[src/shared/ipr_pkg.sv]
// Package of register layout and constants for the interrupt priority register block.
`default_nettype none
package ipr_pkg;
   localparam logic [3:0]  IPR_OFF_PRIO0      = 4'h0;
   localparam logic [3:0]  IPR_OFF_PEND       = 4'h4;
   localparam logic [3:0]  IPR_OFF_WIN        = 4'h8;
   localparam int          IPR_CT_IS_LSB      = 0;
   localparam int          IPR_CT_IP_LSB      = 2;
   localparam int          IPR_CS0_IS_LSB     = 8;
   localparam int          IPR_CS0_IP_LSB     = 10;
   localparam int          IPR_CS1_IS_LSB     = 16;
   localparam int          IPR_CS1_IP_LSB     = 18;
   localparam logic [31:0] IPR_PRIO0_RESET    = 32'h0000_0000;
   localparam logic [31:0] IPR_PRIO0_WMASK    = 32'h001f_1f1f;
   localparam logic [1:0]  IPR_RESP_OKAY      = 2'h0;
   localparam logic [1:0]  IPR_RESP_SLVERR    = 2'h2;
   localparam logic [2:0]  IPR_PRIO_DISABLED  = 3'h0;
   localparam logic [1:0]  IPR_SRC_CT         = 2'h0;
   localparam logic [1:0]  IPR_SRC_CS0        = 2'h1;
   localparam logic [1:0]  IPR_SRC_CS1        = 2'h2;
   typedef enum logic [1:0] {
      IPR_IDLE = 2'b00,
      IPR_RESP = 2'b01
   } ipr_bus_e;
endpackage
`default_nettype wire

[src/logic/ipr_arb.sv]
// Combinational arbiter that picks the winning source among three by priority then subpriority.
`timescale 1ns/1ns
`default_nettype none
module ipr_arb
   import ipr_pkg::*;
(
   // Per-source pending requests and settings.
   input  wire logic [2:0] pend,
   input  wire logic [8:0] prio,
   input  wire logic [5:0] sub,
   // Result.
   output logic            any,
   output logic [1:0]      win,
   output logic [2:0]      win_prio,
   output logic [1:0]      win_sub
);
   always_comb begin
      any      = 1'b0;
      win      = IPR_SRC_CT;
      win_prio = IPR_PRIO_DISABLED;
      win_sub  = 2'h0;
      for (int i = 0; i < 3; i++) begin
         // A zero level never competes, so a disabled source cannot win.
         if (pend[i] && prio[i*3 +: 3] != IPR_PRIO_DISABLED) begin
            // Levels compare as plain binary; subpriority only breaks ties.
            if (!any || prio[i*3 +: 3] > win_prio ||
                (prio[i*3 +: 3] == win_prio && sub[i*2 +: 2] > win_sub)) begin
               any      = 1'b1;
               win      = i[1:0];
               win_prio = prio[i*3 +: 3];
               win_sub  = sub[i*2 +: 2];
            end
         end
      end
   end
endmodule // ipr_arb
`default_nettype wire

[src/logic/ipr_top.sv]
// Interrupt priority control register 0 with AXI4-Lite access and source arbitration.
//
// Our own choices: the AXI4-Lite interface to the registers and the placing of the registers.
`timescale 1ns/1ns
`default_nettype none
module ipr_top
   import ipr_pkg::*;
(
   // Clock and reset.
   input  wire logic        core_clk,
   input  wire logic        rst,
   // AXI4-Lite write address.
   input  wire logic        s_axi_awvalid,
   output logic             s_axi_awready,
   input  wire logic [3:0]  s_axi_awaddr,
   // AXI4-Lite write data.
   input  wire logic        s_axi_wvalid,
   output logic             s_axi_wready,
   input  wire logic [31:0] s_axi_wdata,
   input  wire logic [3:0]  s_axi_wstrb,
   // AXI4-Lite write response.
   output logic             s_axi_bvalid,
   input  wire logic        s_axi_bready,
   output logic [1:0]       s_axi_bresp,
   // AXI4-Lite read address.
   input  wire logic        s_axi_arvalid,
   output logic             s_axi_arready,
   input  wire logic [3:0]  s_axi_araddr,
   // AXI4-Lite read data.
   output logic             s_axi_rvalid,
   input  wire logic        s_axi_rready,
   output logic [31:0]      s_axi_rdata,
   output logic [1:0]       s_axi_rresp,
   // Pending requests: bit 0 core tick, bit 1 software 0, bit 2 software 1.
   input  wire logic [2:0]  irq_pend,
   // Arbitration result to the controller.
   output logic             irq_req,
   output logic [1:0]       irq_src,
   output logic [2:0]       irq_level,
   output logic [1:0]       irq_sublevel
);
   // Register and bus state.
   logic [31:0] prio0_ff,  nxt_prio0;
   logic        aw_got_ff, nxt_aw_got;
   logic [3:0]  aw_addr_ff, nxt_aw_addr;
   logic        w_got_ff,  nxt_w_got;
   logic [31:0] w_data_ff, nxt_w_data;
   logic [3:0]  w_strb_ff, nxt_w_strb;
   ipr_bus_e    wst_ff,    nxt_wst;
   logic [1:0]  bresp_ff,  nxt_bresp;
   ipr_bus_e    rst_ff,    nxt_rst;
   logic [31:0] rdata_ff,  nxt_rdata;
   logic [1:0]  rresp_ff,  nxt_rresp;
   logic        req_ff;
   logic [1:0]  src_ff;
   logic [2:0]  lvl_ff;
   logic [1:0]  sub_ff;
   logic        arb_any;
   logic [1:0]  arb_win;
   logic [2:0]  arb_prio;
   logic [1:0]  arb_sub;
   logic [8:0]  prio_vec;
   logic [5:0]  sub_vec;

   // Only the first register is writable; the others reflect state.
   function automatic logic addr_known(input logic [3:0] a);
      return a == IPR_OFF_PRIO0 || a == IPR_OFF_PEND || a == IPR_OFF_WIN;
   endfunction

   // Software interrupt 1 subpriority sits at bits 17 to 16 beside its priority.
   assign prio_vec = {prio0_ff[IPR_CS1_IP_LSB +: 3],
                      prio0_ff[IPR_CS0_IP_LSB +: 3],
                      prio0_ff[IPR_CT_IP_LSB +: 3]};
   assign sub_vec  = {prio0_ff[IPR_CS1_IS_LSB +: 2],
                      prio0_ff[IPR_CS0_IS_LSB +: 2],
                      prio0_ff[IPR_CT_IS_LSB +: 2]};

   ipr_arb u_arb (
      .pend     (irq_pend),
      .prio     (prio_vec),
      .sub      (sub_vec),
      .any      (arb_any),
      .win      (arb_win),
      .win_prio (arb_prio),
      .win_sub  (arb_sub)
   );

   // Write channel: address and data are latched independently, in any order.
   always_comb begin
      logic [31:0] bm;
      bm          = 32'h0000_0000;
      nxt_prio0   = prio0_ff;
      nxt_aw_got  = aw_got_ff;
      nxt_aw_addr = aw_addr_ff;
      nxt_w_got   = w_got_ff;
      nxt_w_data  = w_data_ff;
      nxt_w_strb  = w_strb_ff;
      nxt_wst     = wst_ff;
      nxt_bresp   = bresp_ff;
      if (s_axi_awvalid && !aw_got_ff && wst_ff == IPR_IDLE) begin
         nxt_aw_got  = 1'b1;
         nxt_aw_addr = {s_axi_awaddr[3:2], 2'b00};
      end
      if (s_axi_wvalid && !w_got_ff && wst_ff == IPR_IDLE) begin
         nxt_w_got  = 1'b1;
         nxt_w_data = s_axi_wdata;
         nxt_w_strb = s_axi_wstrb;
      end
      case (wst_ff)
         IPR_IDLE: begin
            if (aw_got_ff && w_got_ff) begin
               for (int b = 0; b < 4; b++) begin
                  bm[b*8 +: 8] = {8{w_strb_ff[b]}};
               end
               // Reserved bits are masked so they never hold a value.
               if (aw_addr_ff == IPR_OFF_PRIO0) begin
                  nxt_prio0 = (prio0_ff & ~(bm & IPR_PRIO0_WMASK)) |
                              (w_data_ff & bm & IPR_PRIO0_WMASK);
               end
               nxt_bresp  = addr_known(aw_addr_ff) ? IPR_RESP_OKAY : IPR_RESP_SLVERR;
               nxt_aw_got = 1'b0;
               nxt_w_got  = 1'b0;
               nxt_wst    = IPR_RESP;
            end
         end
         IPR_RESP: begin
            if (s_axi_bready) begin
               nxt_wst = IPR_IDLE;
            end
         end
         default: nxt_wst = IPR_IDLE;
      endcase
   end

   // Read channel: data is captured at address acceptance and held until taken.
   always_comb begin
      logic [3:0] a;
      a         = {s_axi_araddr[3:2], 2'b00};
      nxt_rst   = rst_ff;
      nxt_rdata = rdata_ff;
      nxt_rresp = rresp_ff;
      case (rst_ff)
         IPR_IDLE: begin
            if (s_axi_arvalid) begin
               nxt_rst   = IPR_RESP;
               nxt_rresp = addr_known(a) ? IPR_RESP_OKAY : IPR_RESP_SLVERR;
               if (a == IPR_OFF_PRIO0) begin
                  nxt_rdata = prio0_ff;
               end else if (a == IPR_OFF_PEND) begin
                  nxt_rdata = {29'h0000_0000, irq_pend};
               end else if (a == IPR_OFF_WIN) begin
                  nxt_rdata = {24'h00_0000, req_ff, src_ff, lvl_ff, sub_ff};
               end else begin
                  nxt_rdata = 32'h0000_0000;
               end
            end
         end
         IPR_RESP: begin
            if (s_axi_rready) begin
               nxt_rst = IPR_IDLE;
            end
         end
         default: nxt_rst = IPR_IDLE;
      endcase
   end

   always_ff @(posedge core_clk) begin
      if (rst) begin
         prio0_ff   <= IPR_PRIO0_RESET;
         aw_got_ff  <= 1'b0;
         aw_addr_ff <= 4'h0;
         w_got_ff   <= 1'b0;
         w_data_ff  <= 32'h0000_0000;
         w_strb_ff  <= 4'h0;
         wst_ff     <= IPR_IDLE;
         bresp_ff   <= IPR_RESP_OKAY;
         rst_ff     <= IPR_IDLE;
         rdata_ff   <= 32'h0000_0000;
         rresp_ff   <= IPR_RESP_OKAY;
         req_ff     <= 1'b0;
         src_ff     <= IPR_SRC_CT;
         lvl_ff     <= IPR_PRIO_DISABLED;
         sub_ff     <= 2'h0;
      end else begin
         prio0_ff   <= nxt_prio0;
         aw_got_ff  <= nxt_aw_got;
         aw_addr_ff <= nxt_aw_addr;
         w_got_ff   <= nxt_w_got;
         w_data_ff  <= nxt_w_data;
         w_strb_ff  <= nxt_w_strb;
         wst_ff     <= nxt_wst;
         bresp_ff   <= nxt_bresp;
         rst_ff     <= nxt_rst;
         rdata_ff   <= nxt_rdata;
         rresp_ff   <= nxt_rresp;
         req_ff     <= arb_any;
         src_ff     <= arb_win;
         lvl_ff     <= arb_prio;
         sub_ff     <= arb_sub;
      end
   end

   // Ready lines are registered-state decodes; each flop drives its output directly.
   // Valid lines mirror the response states in flops of their own, so no output passes through a decode.
   logic awready_ff, wready_ff, arready_ff, bvalid_ff, rvalid_ff;
   always_ff @(posedge core_clk) begin
      if (rst) begin
         awready_ff <= 1'b0;
         wready_ff  <= 1'b0;
         arready_ff <= 1'b0;
         bvalid_ff  <= 1'b0;
         rvalid_ff  <= 1'b0;
      end else begin
         awready_ff <= !nxt_aw_got && nxt_wst == IPR_IDLE;
         wready_ff  <= !nxt_w_got && nxt_wst == IPR_IDLE;
         arready_ff <= nxt_rst == IPR_IDLE;
         bvalid_ff  <= nxt_wst == IPR_RESP;
         rvalid_ff  <= nxt_rst == IPR_RESP;
      end
   end

   assign s_axi_awready = awready_ff;
   assign s_axi_wready  = wready_ff;
   assign s_axi_bvalid  = bvalid_ff;
   assign s_axi_bresp   = bresp_ff;
   assign s_axi_arready = arready_ff;
   assign s_axi_rvalid  = rvalid_ff;
   assign s_axi_rdata   = rdata_ff;
   assign s_axi_rresp   = rresp_ff;
   assign irq_req       = req_ff;
   assign irq_src       = src_ff;
   assign irq_level     = lvl_ff;
   assign irq_sublevel  = sub_ff;
endmodule // ipr_top
`default_nettype wire

[config.mk]
export PLATFORM = sky130hd
export DESIGN_NAME = ipr_top
export DESIGN_NICKNAME = d
export VERILOG_FILES = /design/src/shared/ipr_pkg.sv /design/src/logic/ipr_arb.sv /design/src/logic/ipr_top.sv
export SDC_FILE = /design/constraint.sdc
export NUM_CORES = 1
export LEC_CHECK = 0
export ABC_AREA = 0
export CAP_MARGIN = 15
export CORE_MARGIN = 2
export CORE_UTILIZATION = 50
export CTS_CLUSTER_DIAMETER = 30
export DETAILED_ROUTE_END_ITERATION = 12
export DONT_BUFFER_PORTS = 1
export PLACE_DENSITY_LB_ADDON = 0.25
export SETUP_SLACK_MARGIN = 0.2
export SYNTH_ARGS = -nofsm -noshare
export SYNTH_HDL_FRONTEND = slang
export SYNTH_SLANG_ARGS = --single-unit
[constraint.sdc]
create_clock -name core_clk -period 4.8 [get_ports core_clk]
set_clock_uncertainty 0.15 [all_clocks]
set_input_delay 0.96 -clock core_clk [delete_from_list [all_inputs] [get_ports core_clk]]
set_output_delay 0.96 -clock core_clk [all_outputs]
set_load 0.1 [all_outputs]
Word level (Yosys, flattened, before mapping)
Index checks and enable logic that the tools add are counted.
- magnitude comparators: 4
- equal/unequal tests: 10
- muxes and demuxes: 36
- bitwise logic cells: 4
- reductions and logical operators: 38
- operators with widths (cell ; count):
    $and 32x32->32 ; 1
    $mux 32 ; 1
    $not 21->32 ; 1
    $or 32x21->32 ; 1
    $mux 2 ; 14
    $and 21x21->21 ; 1
    $mux 8 ; 2
    $mux 3 ; 5
    $eq 2x1->1 const B ; 6
    $logic_and 1x1->1 ; 12
    $mux 1 ; 12
    $logic_not 2->1 ; 5
    $reduce_bool 3->1 ; 3
    $logic_or 1x1->1 ; 8
    $pmux 2 s2 ; 2
    $eq 3x3->1 ; 2
    $gt 3x3->1 ; 2
    $logic_not 1->1 ; 6
    $eq 2x2->1 const B ; 2
    $gt 2x2->1 ; 2
    $logic_not 4->1 ; 1
    $reduce_and 2->1 ; 2
    $reduce_and 3->1 ; 1
- flip-flop bits (word level): 113
- word-level logic and storage cells: 112

Longest topological paths before layout
- depth after elaboration: 13
- depth in mapped cells: 14
- gate-level depth less buffers: 14

Cells and area by module
Synthesis repeated with hierarchy kept, for this count alone.
- cells, all modules: 381
- area, all modules: 3414.5 um^2
- modules (own cells, without submodules) (module ; instances ; cells an instance ; area an instance (um^2) ; seq. area each (um^2)):
    ipr_top ; 1 ; 317 ; 2931.6 ; 1481.4
    ipr_arb ; 1 ; 64 ; 483.0 ; 0.0

Worst setup path after synthesis
OpenSTA, ideal clock, no wires.
- path type: input to register
- from: in irq_pend[0]
- to: reg lvl_ff[0], in the netlist irq_level[0]
- library setup time: 0.095 ns
- arrival: 3.458 ns
- required time: 4.555 ns
- setup slack: 1.097 ns
- stages: 13
- path buffers: 0
- path through: o31a_1 -> and2_2 -> ha_1 -> nand2b_1 -> a221o_1 -> a21o_1 -> a32oi_1 -> ha_1 -> nor2b_1 -> a2bb2oi_1 -> o21ai_0 -> nand2_1 -> a221oi_1
- longest elaborated chain between the ends: 12
- elaborated cells between the ends (all ways): 26
- those cells by class: order compare: 4; eq/ne: 2; mux: 11; reduce/logical: 9
- RTL lines (what ; line ; text):
    start, declared ; ipr_top.sv:35 ; input wire logic [2:0] irq_pend,
    $logic_and 1x1->1 * ; ipr_arb.sv:24 ; if (pend[i] && prio[i*3 +: 3] != IPR_PRIO_DISABLED) begin
    $mux 3 (tied with other cells) ; ipr_arb.sv:24 ;
    $gt 3x3->1 (tied with other cells) ; ipr_arb.sv:26 ; if (!any || prio[i*3 +: 3] > win_prio ||
    $logic_or 1x1->1 or $logic_and 1x1->1 (tied branches) ; ipr_arb.sv:26, ipr_arb.sv:27 ;
    $logic_or 1x1->1 ; ipr_arb.sv:26 ;
    $mux 3 (tied with other cells) ; ipr_arb.sv:26 ;
    $mux 3 (tied with other cells) ; ipr_arb.sv:24 ;
    $gt 3x3->1 (tied with other cells) ; ipr_arb.sv:26 ;
    $logic_or 1x1->1 or $logic_and 1x1->1 (tied branches) ; ipr_arb.sv:26, ipr_arb.sv:27 ;
    $logic_or 1x1->1 ; ipr_arb.sv:26 ;
    $mux 3 ; ipr_arb.sv:26 ;
    $mux 3 * ; ipr_arb.sv:24 ;
    end signal, assigned ; ipr_top.sv:198 ; lvl_ff <= arb_prio;
    end, declared ; ipr_top.sv:56 ; logic [2:0] lvl_ff;
Mark *: on every way between the ends. The rest lies on a longest branch, timed or not.
A chain may end at the register's enable or synchronous reset.

Final worst setup path
- from: in irq_pend[0]
- to: reg sub_ff[1], in the netlist irq_sublevel[1]
- longest elaborated chain between the ends: 12
- elaborated cells between the ends (all ways): 26
- those cells by class: order compare: 4; eq/ne: 2; mux: 11; reduce/logical: 9
- RTL lines (what ; line ; text):
    $logic_and 1x1->1 * ; ipr_arb.sv:24 ;
    $mux 3 (tied with other cells) ; ipr_arb.sv:24 ;
    $gt 3x3->1 (tied with other cells) ; ipr_arb.sv:26 ;
    $logic_or 1x1->1 or $logic_and 1x1->1 (tied branches) ; ipr_arb.sv:26, ipr_arb.sv:27 ;
    $logic_or 1x1->1 ; ipr_arb.sv:26 ;
    $mux 3 (tied with other cells) ; ipr_arb.sv:26 ;
    $mux 3 (tied with other cells) ; ipr_arb.sv:24 ;
    $gt 3x3->1 (tied with other cells) ; ipr_arb.sv:26 ;
    $logic_or 1x1->1 or $logic_and 1x1->1 (tied branches) ; ipr_arb.sv:26, ipr_arb.sv:27 ;
    $logic_or 1x1->1 ; ipr_arb.sv:26 ;
    $mux 2 ; ipr_arb.sv:26 ;
    $mux 2 * ; ipr_arb.sv:24 ;
    end signal, assigned ; ipr_top.sv:199 ; sub_ff <= arb_sub;
    end, declared ; ipr_top.sv:57 ; logic [1:0] sub_ff;
Marked as above.

==> results.json <==
{
  "status": "finished, final reports clean",
  "swShare": 0.2657,
  "slew_viol_final": 0,
  "syn-cell-area_sq_um": 3164,
  "numPortBuffers": 0,
  "yosys-top-cells-area": "dfxtp_1 (47%), nand2_1 (9.6%), a21oi_1 (9.0%)",
  "placementRows": 28,
  "irDropWorstVdd_mv": 0.2815,
  "clock_latency_ps": 350,
  "final.fill_count": 608,
  "clock-root-buffer": "clkbuf_8",
  "reg2reg_slack_ps": 960,
  "track_usage": 0.1902,
  "drive_gt1_frac": 0.06021,
  "p_leak_nw": 1.228,
  "synth_commonest_cells": "nand2_1 (81), dfxtp_1 (74), a21oi_1 (57)",
  "gp_congestion": 0.8430,
  "synthArstFlopShare": 0,
  "p_int_mw": 0.9486,
  "synth_edf_count": 0,
  "ys.flop_type": "dfxtp_1",
  "yosysWarnings": 0,
  "p_sw_mw": 0.3433,
  "yosysTopAreaCellShare": 0.4682,
  "hold_class": "register to register",
  "grt_pass1_vias": 2303,
  "cp_max_fo": 7,
  "postSynthAreaPerCell_sq_um": 8.262,
  "avgRoutedWirePerCell_um": 14.49,
  "critPathKind": "primary input to register",
  "cts_resized": 0,
  "synth_xor_area_frac": 0,
  "maxSlewHeadroom": 0.2813,
  "power_density_nw_per_um2": 386.4,
  "hold_buffers": 0,
  "dp_hpwl_um": 4620,
  "synth.largest_area_cell": "dfxtp_1",
  "setup_viol": 0,
  "ys_seq_elements": 74,
  "clk_pin_slew_ps": 70,
  "yosysSeqAreaShare": 0.4682,
  "viasPerCell": 5.567,
  "numCtsBuffers": 9,
  "areaGrowthSynthToFinish_pct": 5.655,
  "tritoncts": "built",
  "fp.dieH_um": 83.55,
  "die-area_sq_um": 6981,
  "start_util": 0.5251,
  "maxCapViolCount": 0,
  "muxShareOfSynthArea": 0.01938,
  "drc": 0,
  "cts_setup_buffers": 0,
  "n_antenna_cell": 0,
  "place_ws_ps": 732.9,
  "fmax_mhz": 259.4,
  "grt-ovfl-total": 0,
  "h-tree-depth": 3,
  "period_share": 0.8030,
  "period_needed_ps": 3854,
  "synth_cells": 383,
  "power.share.sequential": 0.521,
  "dr.pass1.iters": 5,
  "fin_nets": 442,
  "p_comb_frac": 0.072,
  "num_vias": 2544,
  "critPathCaptureType": "register",
  "synth_most_common_cell": "nand2_1",
  "core_sq_um": 6026,
  "num_io_pins": 103,
  "finalPower_mw": 1.292,
  "cts_buffer_depth": 2,
  "power.share.clock": 0.407,
  "clock_sinks": 74,
  "grt_pass1_wl_um": 10770,
  "synth.distinct_cells": 39,
  "worstPathRequired_ps": 4890,
  "wl_um": 6624,
  "grt_max_degree": 72,
  "postRouteAntennaNets": 0,
  "dp.cells": 442,
  "fin_setup_tns_ps": 0,
  "crit_arrival_ps": 3950,
  "setup_ws_ps": 945.7,
  "drtIter0Drc": 110,
  "grt_antenna_before_repair": 0,
  "yosys.area_share.simple": 0.2412,
  "worst_pin_slew_ps": 1074,
  "synth_top_family_by_area": "simple AND/OR/NAND/NOR gates",
  "die_x_um": 83.55,
  "synthAdderAreaFrac": 0.03954,
  "worst_setup_path_start_kind": "primary input",
  "rsz0062_at_grt": "false",
  "synth_compound_area_frac": 0.1601,
  "hold_viol_final": 0,
  "final-instance-count-excl-fill": 457
}
-- stage by stage --
stage,instance area [sq um],hold slack (ps),util
after floorplan,3228,286.6,-
after global placement,3126,287.5,0.5187
after detailed placement,3126,290.2,0.5187
after CTS,3343,300.1,0.5548
after global routing,3343,318.1,0.5548
final,3343,298.2,0.5548
-- logic make-up after synthesis --
logic type,after synthesis
compound gates,86
simple gates,166
buf+inv,40
flops,74
other cells,1
mux,6
fa+ha+maj,10
-- final timing paths --
| check | startpoint | end | depth (start not counted) |
|---|---|---|---|
| min reg2reg | w_data_ff[20] | w_data_ff[20] | 2 |
| max reg2reg | register | irq_sublevel[1] | 13 |
| max | irq_pend[0] | irq_sublevel[1] | 13 |
| min | w_data_ff[20] | w_data_ff[20] | 2 |
-- per-layer routing --
layer  wire [um]  vias up  global-route usage  share of wire
met5           0        -                   0              0
met4          68        0             0.07038          0.010
met3         534        8             0.08210          0.081
met2        2965      102              0.2933           0.45
met1        3055     1163              0.2367           0.46
li1            -     1271                   -              -
-- area by class of cell --
class / count / area, sq um / area share
inverter: 7 / 26.28 / 0.007859
sequential: 74 / 1481 / 0.4431
clock inverter: 4 / 76.32 / 0.02283
tap: 75 / 93.84 / 0.02807
clock buffer: 11 / 141.4 / 0.04229
multi-input combinational: 286 / 1524 / 0.4558
-- cell usage in the layout (no fill, tap or decap), types with 4 or more instances in the layout --
cell and n:
nor2b_1 7, ha_1 10, o21ai_0 5, a32oi_1 4
nor3_1 5, nand3_1 32, nand2_1 81, dfxtp_1 74
inv_1 7, mux2i_1 5, a221oi_1 5, conb_1 18
nor2_1 22, a21oi_1 57, clkbuf_8 10
-- worst max-delay path, stage by stage --
cell,delay [ps]
o31a_1,150
and2_2,230
ha_1,170
nand2b_1,140
a221o_1,360
a31oi_1,360
a32oi_1,170
ha_1,340
nor2b_1,160
a2bb2oi_1,170
o21ai_0,140
a21o_1,270
a221oi_1,320
-- power by group through the flow --
stage | Sequential [mW] | Clock (mW) | Combinational (mW)
floorplan | 0.684 | 0 | 0.108
global placement | 0.686 | 0 | 0.0922
detailed placement | 0.687 | 0 | 0.0935
CTS | 0.673 | 0.537 | 0.0937
global route | 0.675 | 0.565 | 0.100
finish | 0.673 | 0.526 | 0.0934
Power figures use the tool's default switching activity.
